===== src/core/otcs_unused_note_placeholder_never.sv =====
`timescale 1ns/1ps
`default_nettype none
`default_nettype wire


===== src/core/otcs_pkg.sv =====
// How it works
// - Two on-chip clock sources exist, a trimmable 10 MHz main oscillator and a 32 kHz slow oscillator.
// - The slow oscillator clocks suspend, drives the periodic wakeup and runs sequencing while the main clock is stopped.
// - Software can pick the slow oscillator as source of the interval timer clock and of the capture timer clock.
// - The slow oscillator runs either in a low-power mode or in a more accurate normal mode.
// - At power-on the main trim register holds the trim value for a 3.30V supply.
// - Table 2 holds main trim bytes for 3.30, 3.00, 2.85 and 2.70 V at slots fc to ff in that order.
// - Table 3 holds slow trim bytes for 3.30, 3.00, 2.85 and 2.70 V at slots f8 to fb in that order.
// - Reading table 0 returns the 16-bit silicon identifier, high byte at slot f8 and low byte at slot f9.
// - The table read uses only the three low bits of the table number and ignores the upper five.
package otcs_pkg;

  // ----------------------------------------------------------------
  // Register map
  // ----------------------------------------------------------------
  localparam logic [7:0] OTCS_OFF_MAIN_TRIM = 8'h34;
  localparam logic [7:0] OTCS_OFF_MAIN_GAIN = 8'h38;
  localparam logic [7:0] OTCS_OFF_SLOW_TRIM = 8'h3c;
  localparam logic [7:0] OTCS_OFF_CLK_CFG = 8'h40;
  localparam logic [7:0] OTCS_OFF_TBL_CMD = 8'h44;
  localparam logic [7:0] OTCS_OFF_INTERVAL = 8'h48;
  localparam logic [7:0] OTCS_OFF_TBL_BUF = 8'h60;
  localparam logic [7:0] OTCS_OFF_TBL_END = 8'h7c;

  // ----------------------------------------------------------------
  // Fields
  // ----------------------------------------------------------------
  localparam int OTCS_CMD_BLK_LSB = 0;
  localparam int OTCS_CMD_KEY_LSB = 8;
  localparam int OTCS_CMD_OP_LSB = 16;
  localparam int OTCS_CMD_BUSY_BIT = 24;
  localparam int OTCS_CMD_ERR_BIT = 25;
  localparam logic [7:0] OTCS_TBL_KEY = 8'h3a;
  localparam logic [7:0] OTCS_TBL_OP = 8'h06;
  localparam int OTCS_SLOT_F8 = 0;
  localparam int OTCS_SLOT_F9 = 1;
  localparam int OTCS_SLOT_FA = 2;
  localparam int OTCS_SLOT_FB = 3;
  localparam int OTCS_SLOT_FC = 4;
  localparam int OTCS_SLOT_FD = 5;
  localparam int OTCS_SLOT_FE = 6;
  localparam int OTCS_SLOT_FF = 7;
  localparam logic [2:0] OTCS_TBL_ID = 3'h0;
  localparam logic [2:0] OTCS_TBL_MAIN = 3'h2;
  localparam logic [2:0] OTCS_TBL_SLOW = 3'h3;

  // ----------------------------------------------------------------
  // Supervisory table contents and reset values
  // ----------------------------------------------------------------
  // Arbitrary identifier value, not tied to any real part
  localparam logic [15:0] OTCS_SILICON_ID = 16'h5a17;
  localparam logic [7:0] OTCS_MTRIM_3V30 = 8'h80;
  localparam logic [7:0] OTCS_MTRIM_3V00 = 8'h84;
  localparam logic [7:0] OTCS_MTRIM_2V85 = 8'h88;
  localparam logic [7:0] OTCS_MTRIM_2V70 = 8'h8c;
  localparam logic [7:0] OTCS_STRIM_3V30 = 8'h10;
  localparam logic [7:0] OTCS_STRIM_3V00 = 8'h11;
  localparam logic [7:0] OTCS_STRIM_2V85 = 8'h12;
  localparam logic [7:0] OTCS_STRIM_2V70 = 8'h13;
  localparam logic [7:0] OTCS_GAIN_HIGH_V = 8'h40;
  localparam logic [7:0] OTCS_GAIN_LOW_V = 8'hff;
  localparam logic [7:0] OTCS_MAIN_GAIN_RST = OTCS_GAIN_HIGH_V;

  // ----------------------------------------------------------------
  // Timing
  // ----------------------------------------------------------------
  localparam int OTCS_CLK_PERIOD_NS = 100;
  localparam int OTCS_SLOW_PERIOD_NS = 31250;
  localparam int OTCS_SLOW_DIV = OTCS_SLOW_PERIOD_NS / OTCS_CLK_PERIOD_NS;
  localparam logic [9:0] OTCS_SLOW_DIV_CYC = 10'(OTCS_SLOW_DIV);
  localparam logic [9:0] OTCS_LP_EXTRA_CYC = 10'h020;
  localparam logic [7:0] OTCS_WAKE_TICKS = 8'h10;
  localparam logic [11:0] OTCS_INTERVAL_RELOAD = 12'hfff;

  // ----------------------------------------------------------------
  // Types
  // ----------------------------------------------------------------
  typedef struct packed {
    logic suspend;
    logic capture_slow;
    logic interval_slow;
    logic slow_normal;
  } otcs_cfg_s;

  localparam otcs_cfg_s OTCS_CFG_RST = '{default: 1'b0};

  typedef enum logic [1:0] {
    OTCS_IDLE = 2'b01,
    OTCS_LOAD = 2'b10
  } otcs_state_e;

endpackage


===== src/core/otcs_tick_div.sv =====
`timescale 1ns/1ps
`default_nettype none
module otcs_tick_div (
  input wire logic clk,
  input wire logic rst_b,
  input wire logic [9:0] period,
  output logic tick
);
  import otcs_pkg::*;

  logic [9:0] cnt_r;
  logic [9:0] cnt_nxt;
  logic tick_r;
  logic tick_nxt;

  // ----------------------------------------------------------------
  // Divider
  // ----------------------------------------------------------------
  // A shorter period written mid-count is caught by the >= compare
  always_comb begin
    cnt_nxt = cnt_r + 10'h001;
    tick_nxt = 1'b0;
    if (cnt_r >= period - 10'h001) begin
      cnt_nxt = 10'h000;
      tick_nxt = 1'b1;
    end
  end

  always_ff @(posedge clk or negedge rst_b) begin
    if (!rst_b) begin
      cnt_r <= 10'h000;
      tick_r <= 1'b0;
    end else begin
      cnt_r <= cnt_nxt;
      tick_r <= tick_nxt;
    end
  end

  assign tick = tick_r;
endmodule // otcs_tick_div
`default_nettype wire


===== src/core/otcs_clock_ctrl.sv =====
// Implementation choice: the APB interface to the registers.
`timescale 1ns/1ps
`default_nettype none
module otcs_clock_ctrl (
  input wire logic clk,
  input wire logic rst_b,
  input wire logic psel,
  input wire logic penable,
  input wire logic pwrite,
  input wire logic [7:0] paddr,
  input wire logic [31:0] pwdata,
  output logic [31:0] prdata,
  output logic pready,
  output logic pslverr,
  output logic main_osc_enable,
  output logic [7:0] main_osc_trim_out,
  output logic [7:0] main_osc_gain_out,
  output logic [7:0] slow_osc_trim_out,
  output logic slow_osc_normal_mode,
  output logic slow_clk_tick,
  output logic wakeup_pulse,
  output logic interval_timer_clock_tick,
  output logic capture_timer_clock_tick,
  output otcs_pkg::otcs_cfg_s cfg_out
);
  import otcs_pkg::*;

  // ----------------------------------------------------------------
  // Supervisory table lookup
  // ----------------------------------------------------------------
  function automatic logic [7:0] rom_byte(input logic [2:0] tbl,
                                          input logic [2:0] slot);
    logic [7:0] b;
    b = 8'h00;
    if (tbl == OTCS_TBL_ID) begin
      if (slot == 3'(OTCS_SLOT_F8)) b = OTCS_SILICON_ID[15:8];
      if (slot == 3'(OTCS_SLOT_F9)) b = OTCS_SILICON_ID[7:0];
    end else if (tbl == OTCS_TBL_MAIN) begin
      if (slot == 3'(OTCS_SLOT_FC)) b = OTCS_MTRIM_3V30;
      if (slot == 3'(OTCS_SLOT_FD)) b = OTCS_MTRIM_3V00;
      if (slot == 3'(OTCS_SLOT_FE)) b = OTCS_MTRIM_2V85;
      if (slot == 3'(OTCS_SLOT_FF)) b = OTCS_MTRIM_2V70;
    end else if (tbl == OTCS_TBL_SLOW) begin
      if (slot == 3'(OTCS_SLOT_F8)) b = OTCS_STRIM_3V30;
      if (slot == 3'(OTCS_SLOT_F9)) b = OTCS_STRIM_3V00;
      if (slot == 3'(OTCS_SLOT_FA)) b = OTCS_STRIM_2V85;
      if (slot == 3'(OTCS_SLOT_FB)) b = OTCS_STRIM_2V70;
    end
    return b;
  endfunction

  // ----------------------------------------------------------------
  // Declarations
  // ----------------------------------------------------------------
  logic wr_en;
  logic rd_en;
  logic [7:0] mtrim_r;
  logic [7:0] mtrim_nxt;
  logic [7:0] mgain_r;
  logic [7:0] mgain_nxt;
  logic [7:0] strim_r;
  logic [7:0] strim_nxt;
  otcs_cfg_s cfg_r;
  otcs_cfg_s cfg_nxt;
  otcs_state_e state_r;
  otcs_state_e state_nxt;
  logic [2:0] tbl_r;
  logic [2:0] tbl_nxt;
  logic [2:0] idx_r;
  logic [2:0] idx_nxt;
  logic err_r;
  logic err_nxt;
  logic [7:0] buf_r [8];
  logic [7:0] buf_nxt [8];
  logic [11:0] ivl_r;
  logic [11:0] ivl_nxt;
  logic [7:0] wake_cnt_r;
  logic [7:0] wake_cnt_nxt;
  logic wake_r;
  logic wake_nxt;
  logic [31:0] rdata_r;
  logic [31:0] rdata_nxt;
  logic [9:0] slow_period;
  logic slow_tick;
  logic main_tick;
  logic ivl_tick;
  logic cap_tick;
  logic cmd_ok;
  logic [7:0] cmd_key;
  logic [7:0] cmd_op;
  logic [2:0] buf_sel;

  assign wr_en = psel & penable & pwrite;
  assign rd_en = psel & penable & ~pwrite;
  assign pready = 1'b1;
  assign cmd_key = pwdata[OTCS_CMD_KEY_LSB +: 8];
  assign cmd_op = pwdata[OTCS_CMD_OP_LSB +: 8];
  assign cmd_ok = (cmd_key == OTCS_TBL_KEY) && (cmd_op == OTCS_TBL_OP);
  assign buf_sel = paddr[4:2];

  // ----------------------------------------------------------------
  // Clock sources
  // ----------------------------------------------------------------
  // Low-power mode trades accuracy for current: trim is not applied
  always_comb begin
    slow_period = OTCS_SLOW_DIV_CYC + OTCS_LP_EXTRA_CYC;
    if (cfg_r.slow_normal) begin
      slow_period = OTCS_SLOW_DIV_CYC - {6'h00, strim_r[7:4]};
    end
  end

  otcs_tick_div u_slow_osc (
    .clk(clk),
    .rst_b(rst_b),
    .period(slow_period),
    .tick(slow_tick)
  );

  // Main oscillator stops in suspend; the slow tick keeps running
  assign main_tick = ~cfg_r.suspend;
  assign cap_tick = cfg_r.capture_slow ? slow_tick : main_tick;
  assign ivl_tick = cfg_r.interval_slow ? slow_tick : main_tick;

  // ----------------------------------------------------------------
  // Register writes
  // ----------------------------------------------------------------
  always_comb begin
    mtrim_nxt = mtrim_r;
    mgain_nxt = mgain_r;
    strim_nxt = strim_r;
    cfg_nxt = cfg_r;
    if (wr_en) begin
      if (paddr == OTCS_OFF_MAIN_TRIM) begin
        mtrim_nxt = pwdata[7:0];
      end else if (paddr == OTCS_OFF_MAIN_GAIN) begin
        mgain_nxt = pwdata[7:0];
      end else if (paddr == OTCS_OFF_SLOW_TRIM) begin
        strim_nxt = pwdata[7:0];
      end else if (paddr == OTCS_OFF_CLK_CFG) begin
        cfg_nxt = otcs_cfg_s'(pwdata[3:0]);
      end
    end
  end

  always_ff @(posedge clk or negedge rst_b) begin
    if (!rst_b) begin
      mtrim_r <= OTCS_MTRIM_3V30;
      mgain_r <= OTCS_MAIN_GAIN_RST;
      strim_r <= OTCS_STRIM_3V30;
      cfg_r <= OTCS_CFG_RST;
    end else begin
      mtrim_r <= mtrim_nxt;
      mgain_r <= mgain_nxt;
      strim_r <= strim_nxt;
      cfg_r <= cfg_nxt;
    end
  end

  // ----------------------------------------------------------------
  // Table read engine
  // ----------------------------------------------------------------
  // One byte per cycle; a new command while busy is ignored
  always_comb begin
    state_nxt = state_r;
    tbl_nxt = tbl_r;
    idx_nxt = idx_r;
    err_nxt = err_r;
    for (int i = 0; i < 8; i++) begin
      buf_nxt[i] = buf_r[i];
    end
    case (state_r)
      OTCS_IDLE: begin
        if (wr_en && paddr == OTCS_OFF_TBL_CMD) begin
          err_nxt = ~cmd_ok;
          if (cmd_ok) begin
            tbl_nxt = pwdata[OTCS_CMD_BLK_LSB +: 3];
            idx_nxt = 3'h0;
            state_nxt = OTCS_LOAD;
          end
        end
      end
      OTCS_LOAD: begin
        buf_nxt[idx_r] = rom_byte(tbl_r, idx_r);
        idx_nxt = idx_r + 3'h1;
        if (idx_r == 3'h7) begin
          state_nxt = OTCS_IDLE;
        end
      end
      default: begin
        state_nxt = OTCS_IDLE;
      end
    endcase
  end

  always_ff @(posedge clk or negedge rst_b) begin
    if (!rst_b) begin
      state_r <= OTCS_IDLE;
      tbl_r <= 3'h0;
      idx_r <= 3'h0;
      err_r <= 1'b0;
      for (int i = 0; i < 8; i++) begin
        buf_r[i] <= 8'h00;
      end
    end else begin
      state_r <= state_nxt;
      tbl_r <= tbl_nxt;
      idx_r <= idx_nxt;
      err_r <= err_nxt;
      for (int i = 0; i < 8; i++) begin
        buf_r[i] <= buf_nxt[i];
      end
    end
  end

  // ----------------------------------------------------------------
  // Wakeup and interval counter
  // ----------------------------------------------------------------
  // The interval counter may move between two reads on the slow clock
  always_comb begin
    ivl_nxt = ivl_r;
    wake_cnt_nxt = wake_cnt_r;
    wake_nxt = 1'b0;
    if (ivl_tick) begin
      ivl_nxt = (ivl_r == 12'h000) ? OTCS_INTERVAL_RELOAD
                                   : ivl_r - 12'h001;
    end
    if (!cfg_r.suspend) begin
      wake_cnt_nxt = 8'h00;
    end else if (slow_tick) begin
      wake_cnt_nxt = wake_cnt_r + 8'h01;
      if (wake_cnt_r == OTCS_WAKE_TICKS - 8'h01) begin
        wake_cnt_nxt = 8'h00;
        wake_nxt = 1'b1;
      end
    end
  end

  always_ff @(posedge clk or negedge rst_b) begin
    if (!rst_b) begin
      ivl_r <= OTCS_INTERVAL_RELOAD;
      wake_cnt_r <= 8'h00;
      wake_r <= 1'b0;
    end else begin
      ivl_r <= ivl_nxt;
      wake_cnt_r <= wake_cnt_nxt;
      wake_r <= wake_nxt;
    end
  end

  // ----------------------------------------------------------------
  // Read decode
  // ----------------------------------------------------------------
  always_comb begin
    rdata_nxt = rdata_r;
    if (rd_en) begin
      rdata_nxt = 32'h0000_0000;
      if (paddr == OTCS_OFF_MAIN_TRIM) begin
        rdata_nxt[7:0] = mtrim_r;
      end else if (paddr == OTCS_OFF_MAIN_GAIN) begin
        rdata_nxt[7:0] = mgain_r;
      end else if (paddr == OTCS_OFF_SLOW_TRIM) begin
        rdata_nxt[7:0] = strim_r;
      end else if (paddr == OTCS_OFF_CLK_CFG) begin
        rdata_nxt[3:0] = cfg_r;
      end else if (paddr == OTCS_OFF_TBL_CMD) begin
        rdata_nxt[OTCS_CMD_BLK_LSB +: 3] = tbl_r;
        rdata_nxt[OTCS_CMD_BUSY_BIT] = (state_r == OTCS_LOAD);
        rdata_nxt[OTCS_CMD_ERR_BIT] = err_r;
      end else if (paddr == OTCS_OFF_INTERVAL) begin
        rdata_nxt[11:0] = ivl_r;
      end else if (paddr >= OTCS_OFF_TBL_BUF && paddr <= OTCS_OFF_TBL_END
                   && paddr[1:0] == 2'b00) begin
        rdata_nxt[7:0] = buf_r[buf_sel];
      end
    end
  end

  always_ff @(posedge clk or negedge rst_b) begin
    if (!rst_b) begin
      rdata_r <= 32'h0000_0000;
    end else begin
      rdata_r <= rdata_nxt;
    end
  end

  // Read data is presented combinationally via rdata_nxt, so it is valid at access;
  // rdata_r keeps the last read value and is held when no read is under way.
  always_comb begin
    pslverr = 1'b0;
    if (psel && penable) begin
      pslverr = 1'b1;
      if (paddr == OTCS_OFF_MAIN_TRIM || paddr == OTCS_OFF_MAIN_GAIN ||
          paddr == OTCS_OFF_SLOW_TRIM || paddr == OTCS_OFF_CLK_CFG ||
          paddr == OTCS_OFF_TBL_CMD || paddr == OTCS_OFF_INTERVAL) begin
        pslverr = 1'b0;
      end else if (paddr >= OTCS_OFF_TBL_BUF && paddr <= OTCS_OFF_TBL_END
                   && paddr[1:0] == 2'b00) begin
        pslverr = 1'b0;
      end
    end
  end

  assign prdata = rdata_nxt;

  // ----------------------------------------------------------------
  // Outputs
  // ----------------------------------------------------------------
  assign main_osc_enable = ~cfg_r.suspend;
  assign main_osc_trim_out = mtrim_r;
  assign main_osc_gain_out = mgain_r;
  assign slow_osc_trim_out = strim_r;
  assign slow_osc_normal_mode = cfg_r.slow_normal;
  assign slow_clk_tick = slow_tick;
  assign wakeup_pulse = wake_r;
  assign interval_timer_clock_tick = ivl_tick;
  assign capture_timer_clock_tick = cap_tick;
  assign cfg_out = cfg_r;
endmodule // otcs_clock_ctrl
`default_nettype wire


===== config.mk =====
export PLATFORM = sky130hd
export DESIGN_NAME = otcs_clock_ctrl
export DESIGN_NICKNAME = d
export VERILOG_FILES = /design/src/core/otcs_unused_note_placeholder_never.sv /design/src/core/otcs_pkg.sv /design/src/core/otcs_tick_div.sv /design/src/core/otcs_clock_ctrl.sv
export SDC_FILE = /design/constraint.sdc
export NUM_CORES = 1
export LEC_CHECK = 0
export BUFFER_PORTS_ARGS = -buffer_cell sky130_fd_sc_hd__buf_2
export CAP_MARGIN = 20
export CELL_PAD_IN_SITES_DETAIL_PLACEMENT = 1
export CELL_PAD_IN_SITES_GLOBAL_PLACEMENT = 2
export CORE_MARGIN = 2
export CORE_UTILIZATION = 38
export CTS_CLUSTER_SIZE = 25
export DETAILED_ROUTE_END_ITERATION = 10
export PLACE_DENSITY_LB_ADDON = 0.1
export RECOVER_POWER = 25
export SYNTH_ARGS = -nofsm -noshare
export SYNTH_HDL_FRONTEND = slang
export SYNTH_SLANG_ARGS = --single-unit

===== constraint.sdc =====
create_clock -name clk -period 2.71 [get_ports clk]
set_input_delay 0.1355 -clock clk [delete_from_list [all_inputs] [get_ports clk]]
set_output_delay 0.1355 -clock clk [all_outputs]
set_load 0.1 [all_outputs]

==> metrics.txt, run 1 <==
status=complete, but fails checks; failing checks=capacitance limit, slew limit; final hold viol count=0; crit end category=primary output; 1st-pass router iterations=4; IO Port Bufs=103; Crit-path slowest cell=mux4_2; Die H=146 um; kind of critical path=reg2out; DR vias=approximately 5700; fmax=about 390 MHz; top_reg_cell synth=dfrtp_1; CP top delay family=multiplexers; Ys Warns=0; Final Cell Area=0.00958 mm^2; max incr delay on CP=490 ps; largest net degree at the start of global routing=73; Setup Fix Bufs, Post-CTS=0; post-synth top area cell=dfrtp_1; Die X=approximately 150 um; Final period util=0.957; Final Hold Slack=25.2 ps; latest clock arrival within the worst-skew pair=between 400 and 500 ps; Area contributors post-synth=dfrtp_1 (46%), mux2_2 (10%), dfstp_2 (5.5%); Yosys reg bits=157; fillers=2100; DR iter-0 viols=230; initial antenna violation count=0; NumNets Final=~860; Slew headroom=-0.290; clock sink total=157; Final Critical Period=2590 ps; CP Data Arrival Time=2460 ps; clk slew on worst S/H paths=70 ps; register area share after synthesis=0.517; worst slew pin tran=just under 2000 ps; via/cell ratio=around 5.3; Antenna Nets Post-Route=0; WL per Instance=19.3 um; dpl cell area=about 0.009 mm^2; Max FO, Critical Path=2; n_diodes=0; root buf cell=clkbuf_16; P&R area growth vs syn=25.4%; HPWL Detailed=15.0 mm; number of synthesized flops with an enable pin=0; WP buf/inv=2; MaxCap Viol Count=1; CTS H-tree depth=4; first-pass GRT wire length=34.1 mm; Final Setup Violations=0; Post-synth ARST share=1.00; Routed WL=between 20 and 25 mm; Layout Skew=10.5 ps; Max Root-Sink Buffers=2; vias in the first global route=6118; Num CTS Buffers=17; gpl congestion=0.842; RSZ-0062 raised after global routing=false; gr usage total=0.204; VDD IR max=0.410 mV; grt ovf=0; core region area=between 0.015 and 0.02 mm^2; cell count after synthesis=668; Hold Crit Class=in2reg; I/O pins=113; Critical Path, Cell by Cell=mux4_2 -> mux2i_2 -> nor2_1 -> a2111oi_1 -> buf_4 -> nor2_2 -> buf_12; post-synthesis cell type count=64; Initial Util=0.390; post-synth design cell area=around 0.0076 mm^2; CTS tree=yes; Critical Path RT=2570 ps; PD cells=681 mW/mm^2; LEAKAGE=between 4 and 5 nW; worst setup margin=roughly 120 ps; layout cells sized above 1=0.369; DP Worst Slack=43.4 ps; Yosys top cell area share=0.462; die area=0.0213 mm^2; Net Count, Synth=733; crit path launch type=register; max-slew violation count=72; mean post-synth cell area=11.4 um^2; # DRC=0; number of cell rows=approximately 50
per-stage QoR:
| stage | instances | setup TNS (ps) | total power [mW] | util |
|---|---|---|---|---|
| final | 1075 | 0 | 6.53 | 0.489 |
| after global routing | 1075 | 0 | 6.86 | 0.489 |
| after CTS | 1075 | 0 | 6.55 | 0.486 |
| after detailed placement | 1036 | 0 | 4.01 | 0.451 |
| after global placement | 1036 | 0 | 3.96 | 0.451 |
| after floorplan | 668 | -194 | 3.58 | - |
cell usage after synthesis, types with 12 or more instances:
cell type and number:
mux4_2 13, dfstp_2 16, dfrtp_1 141, inv_1 17, mux2_2 69, ha_1 20, a21oi_1 16, nand2_1 64
clkbuf_1 17, o21ai_0 25, nor3_1 17, nor2_1 50, mux2i_1 12, nand3_1 18, and2_1 23
cell families after synthesis:
group	Yosys count	share of synthesized area
multiplexers	96	0.160
adder cells (fa/ha/maj)	20	0.0327
flip-flops	157	0.517
AND/OR/NAND/NOR	237	0.162
buffers and inverters	48	0.0309
XOR/XNOR	19	0.0218
AO/OA/AOI/OAI	89	0.0753
other	2	0.000983
final timing paths:
path	start	endpoint	slack (ps)	cells past startpoint
setup / recovery	buf_r[36]	prdata[4]	120	7
hold / removal	pwdata[2]	cfg_out[2]	30	2
setup reg to reg	slow_osc_trim_out[4]	u_slow_osc.tick	170	11
hold reg to reg	buf_r[43]	buf_r[43]	480	2
max in group asynchronous	rst_b	slow_osc_normal_mode	620	2
min in group asynchronous	rst_b	wake_cnt_r[3]	790	2
state kept, by name, indices dropped and copies added, names as in the netlist:
| register | flops |
|---|---|
| tbl_r | 3 |
| main_osc_gain_out | 8 |
| idx_r | 3 |
| wakeup_pulse | 1 |
| main_osc_trim_out | 8 |
| u_slow_osc.cnt_r | 10 |
| cfg_out | 3 |
| ivl_r | 12 |
| state_r | 2 |
| slow_osc_trim_out | 8 |
| rdata_r | 32 |
| err_r | 1 |
| u_slow_osc.tick | 1 |
| wake_cnt_r | 8 |
| buf_r | 56 |
| slow_osc_normal_mode | 1 |
cell type report:
cell class / count / area (um^2) / area share
Multi-Input combinational cell: 463 / 3570 / 0.373
Inverter: 19 / 71.3 / 0.00744
Clock inverter: 15 / 184 / 0.0192
Timing Repair Buffer: 139 / 1040 / 0.108
Tap cell: 265 / 332 / 0.0346
Clock buffer: 17 / 425 / 0.0444
Sequential cell: 157 / 3960 / 0.413
per-layer routing:
metal,wire [um],track usage,vias to the layer above,share of wire
met5,0,0,-,0
met4,240,0.0490,0,0.012
met3,780,0.0489,14,0.038
met2,10400,0.340,92,0.50
met1,9270,0.271,2936,0.45
li1,-,-,2631,-
power by group:
group          switching, mW  internal, mW
Sequential             0.254          2.60
Combinational          0.725         0.458
Clock                   1.03          1.46
layout by cell type, fill, tap and decap left out, types with 6 or more instances in the layout:
cell type | Yosys | routed
dfrtp_1 | 141 | 139
buf_2 | 3 | 88
mux2_2 | 69 | 69
nand2_1 | 64 | 64
nor2_1 | 50 | 47
buf_4 | 2 | 27
o21ai_0 | 25 | 20
ha_1 | 20 | 20
nand3_1 | 18 | 18
inv_1 | 17 | 17
and2_0 | 0 | 17
clkbuf_16 | 0 | 17
nor3_1 | 17 | 16
a21oi_1 | 16 | 16
buf_12 | 0 | 16
dfstp_2 | 16 | 15
mux4_2 | 13 | 13
xnor2_1 | 11 | 11
nor2b_1 | 11 | 11
mux2i_1 | 12 | 11
a22oi_1 | 10 | 10
nand2b_1 | 9 | 9
and3_1 | 9 | 9
xor2_1 | 8 | 8
a211oi_2 | 0 | 8
dlygate4sd3_1 | 0 | 7
and2_1 | 23 | 6
or3_1 | 6 | 6
timing repair:
| item | CTS | global route |
|---|---|---|
| endpoints found under the hold margin | 79 | 0 |
| endpoints found under the setup margin | 1 | 12 |
| pin swaps | 0 | 1 |
| resized for setup | 1 | 15 |
| hold buffers | 7 | 0 |
(Power assumes the default switching activity.)
==> run 2, diff against run 1 <==
--- a/config.mk
+++ b/config.mk
@@ -5,16 +5,18 @@
 export SDC_FILE = /design/constraint.sdc
 export NUM_CORES = 1
 export LEC_CHECK = 0
+export ABC_AREA = 1
 export BUFFER_PORTS_ARGS = -buffer_cell sky130_fd_sc_hd__buf_2
 export CAP_MARGIN = 20
 export CELL_PAD_IN_SITES_DETAIL_PLACEMENT = 1
 export CELL_PAD_IN_SITES_GLOBAL_PLACEMENT = 2
 export CORE_MARGIN = 2
-export CORE_UTILIZATION = 38
+export CORE_UTILIZATION = 34
 export CTS_CLUSTER_SIZE = 25
 export DETAILED_ROUTE_END_ITERATION = 10
 export PLACE_DENSITY_LB_ADDON = 0.1
 export RECOVER_POWER = 25
+export SETUP_SLACK_MARGIN = 0.2
 export SYNTH_ARGS = -nofsm -noshare
 export SYNTH_HDL_FRONTEND = slang
 export SYNTH_SLANG_ARGS = --single-unit
==> run 2 against run 1 <==
Compared with the run above: the flow now finishes without violations; count of clock-buffer cells in the layout rose by 3; first-iteration DRC count up 29%; global-route usage about the same; critical endpoint is now u_slow_osc.cnt_r[5].
==> metrics.txt, run 2 <==
first-pass GRT wire length=38.5 mm (+13%); max FFs per register=56 (unchanged); post-synthesis cell type count=52 (-19%); RR Endpoint=u_slow_osc.cnt_r[5]; number of cell rows=55 (+7.8%); Final Setup Violations=0 (unchanged); worst setup margin=265 ps (+149 ps); commonest cells in the netlist=nand2_1 (267), dfrtp_1 (141), nor2_1 (139); top_reg_cell synth=dfrtp_1; Critical Path RT=3060 ps (+490 ps); kind of critical path=reg2reg; layout cells sized above 1=0.223 (-0.146); crit end category=register; internal power consumption=4.45 mW (-1.5%); Net Sw Frac=0.299 (-0.00895); WL per Instance=16.8 um (-13%); commonest cells after routing, fill and taps aside=nand2_1 (263), dfrtp_1 (137), inv_1 (134), nor2_1 (133), buf_2 (91); LEAKAGE=4.90 nW (+6.0%); Net Count, Synth=1055 (+44%); RSZ-0062 raised after global routing=true; top flop regs=buf_r x56, rdata_r x32, ivl_r x12; worst slew pin tran=1490 ps (-443 ps); Routed WL=23.7 mm (+14%); 1st-pass router iterations=4 (unchanged); crit path launch type=register; Worst Hold End=slow_osc_trim_out[3]; setup slack, reg-to-reg=260 ps (+90 ps); HPWL Detailed=17.7 mm (+18%); max-slew violation count=0 (-100%); DR vias=6746 (+19%); largest net degree at the start of global routing=57 (-22%); PD cells=652 mW/mm^2 (-4.3%); die area=0.0244 mm^2 (+15%); initial antenna violation count=0 (unchanged); fmax=409 MHz (+6.1%); CTS tree=yes; most common cell after layout, fill and taps aside=nand2_1; top-count cell post-synth=nand2_1; most flop-heavy register=buf_r; Psw=1.90 mW (-5.6%); post-synth top area cell=dfrtp_1; latest clock arrival within the worst-skew pair=430 ps (about the same); mean post-synth cell area=7.94 um^2 (-31%); clk slew on worst S/H paths=70 ps (about the same); worst hold stages=3 (+1); Slew headroom=0.00523 (+0.295); status=complete, no violations; Post-synth ARST share=1.00 (unchanged); cell count after synthesis=990 (+48%); CTS H-tree depth=4 (unchanged); Layout Skew=12.8 ps (+2.21 ps); Final Critical Period=2450 ps (-149 ps); Max Root-Sink Buffers=2 (unchanged); IO Port Bufs=103 (unchanged); core region area=0.0226 mm^2 (+16%); Area contributors post-synth=dfrtp_1 (45%), nand2_1 (13%), nor2_1 (6.6%); # DRC=0 (unchanged); clock sink total=157 (unchanged); gr usage total=0.204 (about the same); Yosys top cell area share=0.449 (-0.0128); final hold viol count=0 (unchanged); vias in the first global route=7012 (+15%); Max FO, Critical Path=6 (+4); Clk pwr share=0.412 (+0.030); Final period util=0.902 (-0.0550); root buf cell=clkbuf_16; n_diodes=0 (unchanged); Die H=156 um (+7.0%); DP Worst Slack=188 ps (+145 ps); MaxCap Viol Count=0 (-1); worst reg-to-reg path cell count=12 (+1); reg-to-reg critical path startpoint=slow_osc_trim_out[4]; P&R area growth vs syn=23.8%; Hold Path Origin=pwdata[3]; I/O pins=113 (unchanged); total negative slack=0 ps (unchanged); register area share after synthesis=0.502 (-0.0143); via/cell ratio=4.78 (-9.5%); NumNets Final=1179 (+37%); Ys Warns=0 (unchanged); CP startpoint=slow_osc_trim_out[4]; Initial Util=0.347 (-0.0429); DR iter-0 viols=297 (+29%); post-synth design cell area=0.00786 mm^2 (+2.8%); Logic pwr share=0.164 (-0.017); Num CTS Buffers=17 (unchanged); Antenna Nets Post-Route=0 (unchanged); number of synthesized flops with an enable pin=0 (unchanged); grt ovf=0 (unchanged); Yosys reg bits=157 (unchanged); Hold Crit Class=in2reg; Sequential Power Share=0.424 (-0.013); gpl congestion=0.787 (-6.5%); VDD IR max=0.357 mV (-13%); Die X=156 um (+7.0%); CP Data Arrival Time=2800 ps (+340 ps)
[run 2: critical path, cell delays in order, from the launching register on]
cell     delay (ps)
dfstp_4         650
inv_4            50
ha_4            170
o21ai_4         180
nand3_2         110
xnor2_2         160
ha_1            350
a21oi_2         150
o21ai_1          70
nand2_1          60
nand4_1         140
buf_6           190
nor3_2          100
[run 2: worst max-delay path by stage]
stage,slack [ps],end,cells past startpoint
2_1_floorplan,-710,rdata_r[8],6
3_3_place_gp,270,u_slow_osc.cnt_r[3],12
3_5_place_dp,190,u_slow_osc.cnt_r[5],12
4_1_cts,210,u_slow_osc.cnt_r[5],12
5_1_grt,110,u_slow_osc.cnt_r[4],13
6_report,260,u_slow_osc.cnt_r[5],12
[run 2: final cells by class]
type                            count  area, um^2
Clock inverter                     12         184
Sequential cell                   157        3960
Clock buffer                       20         447
Inverter                          148         566
Fill cell                        2799       12900
Tap cell                          285         357
Multi-Input combinational cell    667        3390
Timing Repair Buffer              123         832
[run 2: cell families (layout without fill, tap and decap cells)]
group           after synthesis  count (layout)  synth area share
simple gates                516             516             0.285
buf+inv                     166             303            0.0853
flops                       157             157             0.502
compound gates              122             122            0.0871
fa+ha+maj                    20              20            0.0318
xor+xnor                      7               7           0.00780
other cells                   2               2          0.000955
[run 2: repair_timing]
action | 4_1_cts | 5_1_grt
resized for setup | 2 | 29
cloned | 0 | 1
hold buffers | 4 | 0
pin swaps | 0 | 9
endpoints found under the setup margin | 9 | 11
setup buffers | 0 | 1
endpoints found under the hold margin | 60 | 0
[run 2: power groups by stage]
stage                     combinational (mW)  sequential (mW)  clock [mW]
after detailed placement               0.971             2.73           0
after global routing                    1.18             2.72        2.78
after global placement                 0.953             2.72           0
after floorplan                        0.618             2.74           0
final                                   1.04             2.69        2.61
after CTS                              0.983             2.69        2.68
[run 2: stage by stage]
step           total power [mW]  std cells  instance area, um^2  utilization  hold WS [ps]
6_report                   6.35       1412                 9730        0.430          22.4
5_1_grt                    6.67       1412                 9730        0.430          30.2
4_1_cts                    6.35       1410                 9610        0.425          4.99
3_5_place_dp               3.70       1374                 8930        0.395           145
3_3_place_gp               3.67       1374                 8930        0.395           138
2_1_floorplan              3.36        990                 7900            -          -160
[run 2: layer usage]
layer  track usage  part of all wire  up-vias
met5             0                 0        -
met4        0.0411            0.0088        0
met3        0.0369             0.036       11
met2         0.314              0.45      103
met1         0.302              0.51     3278
li1              -                 -     3354
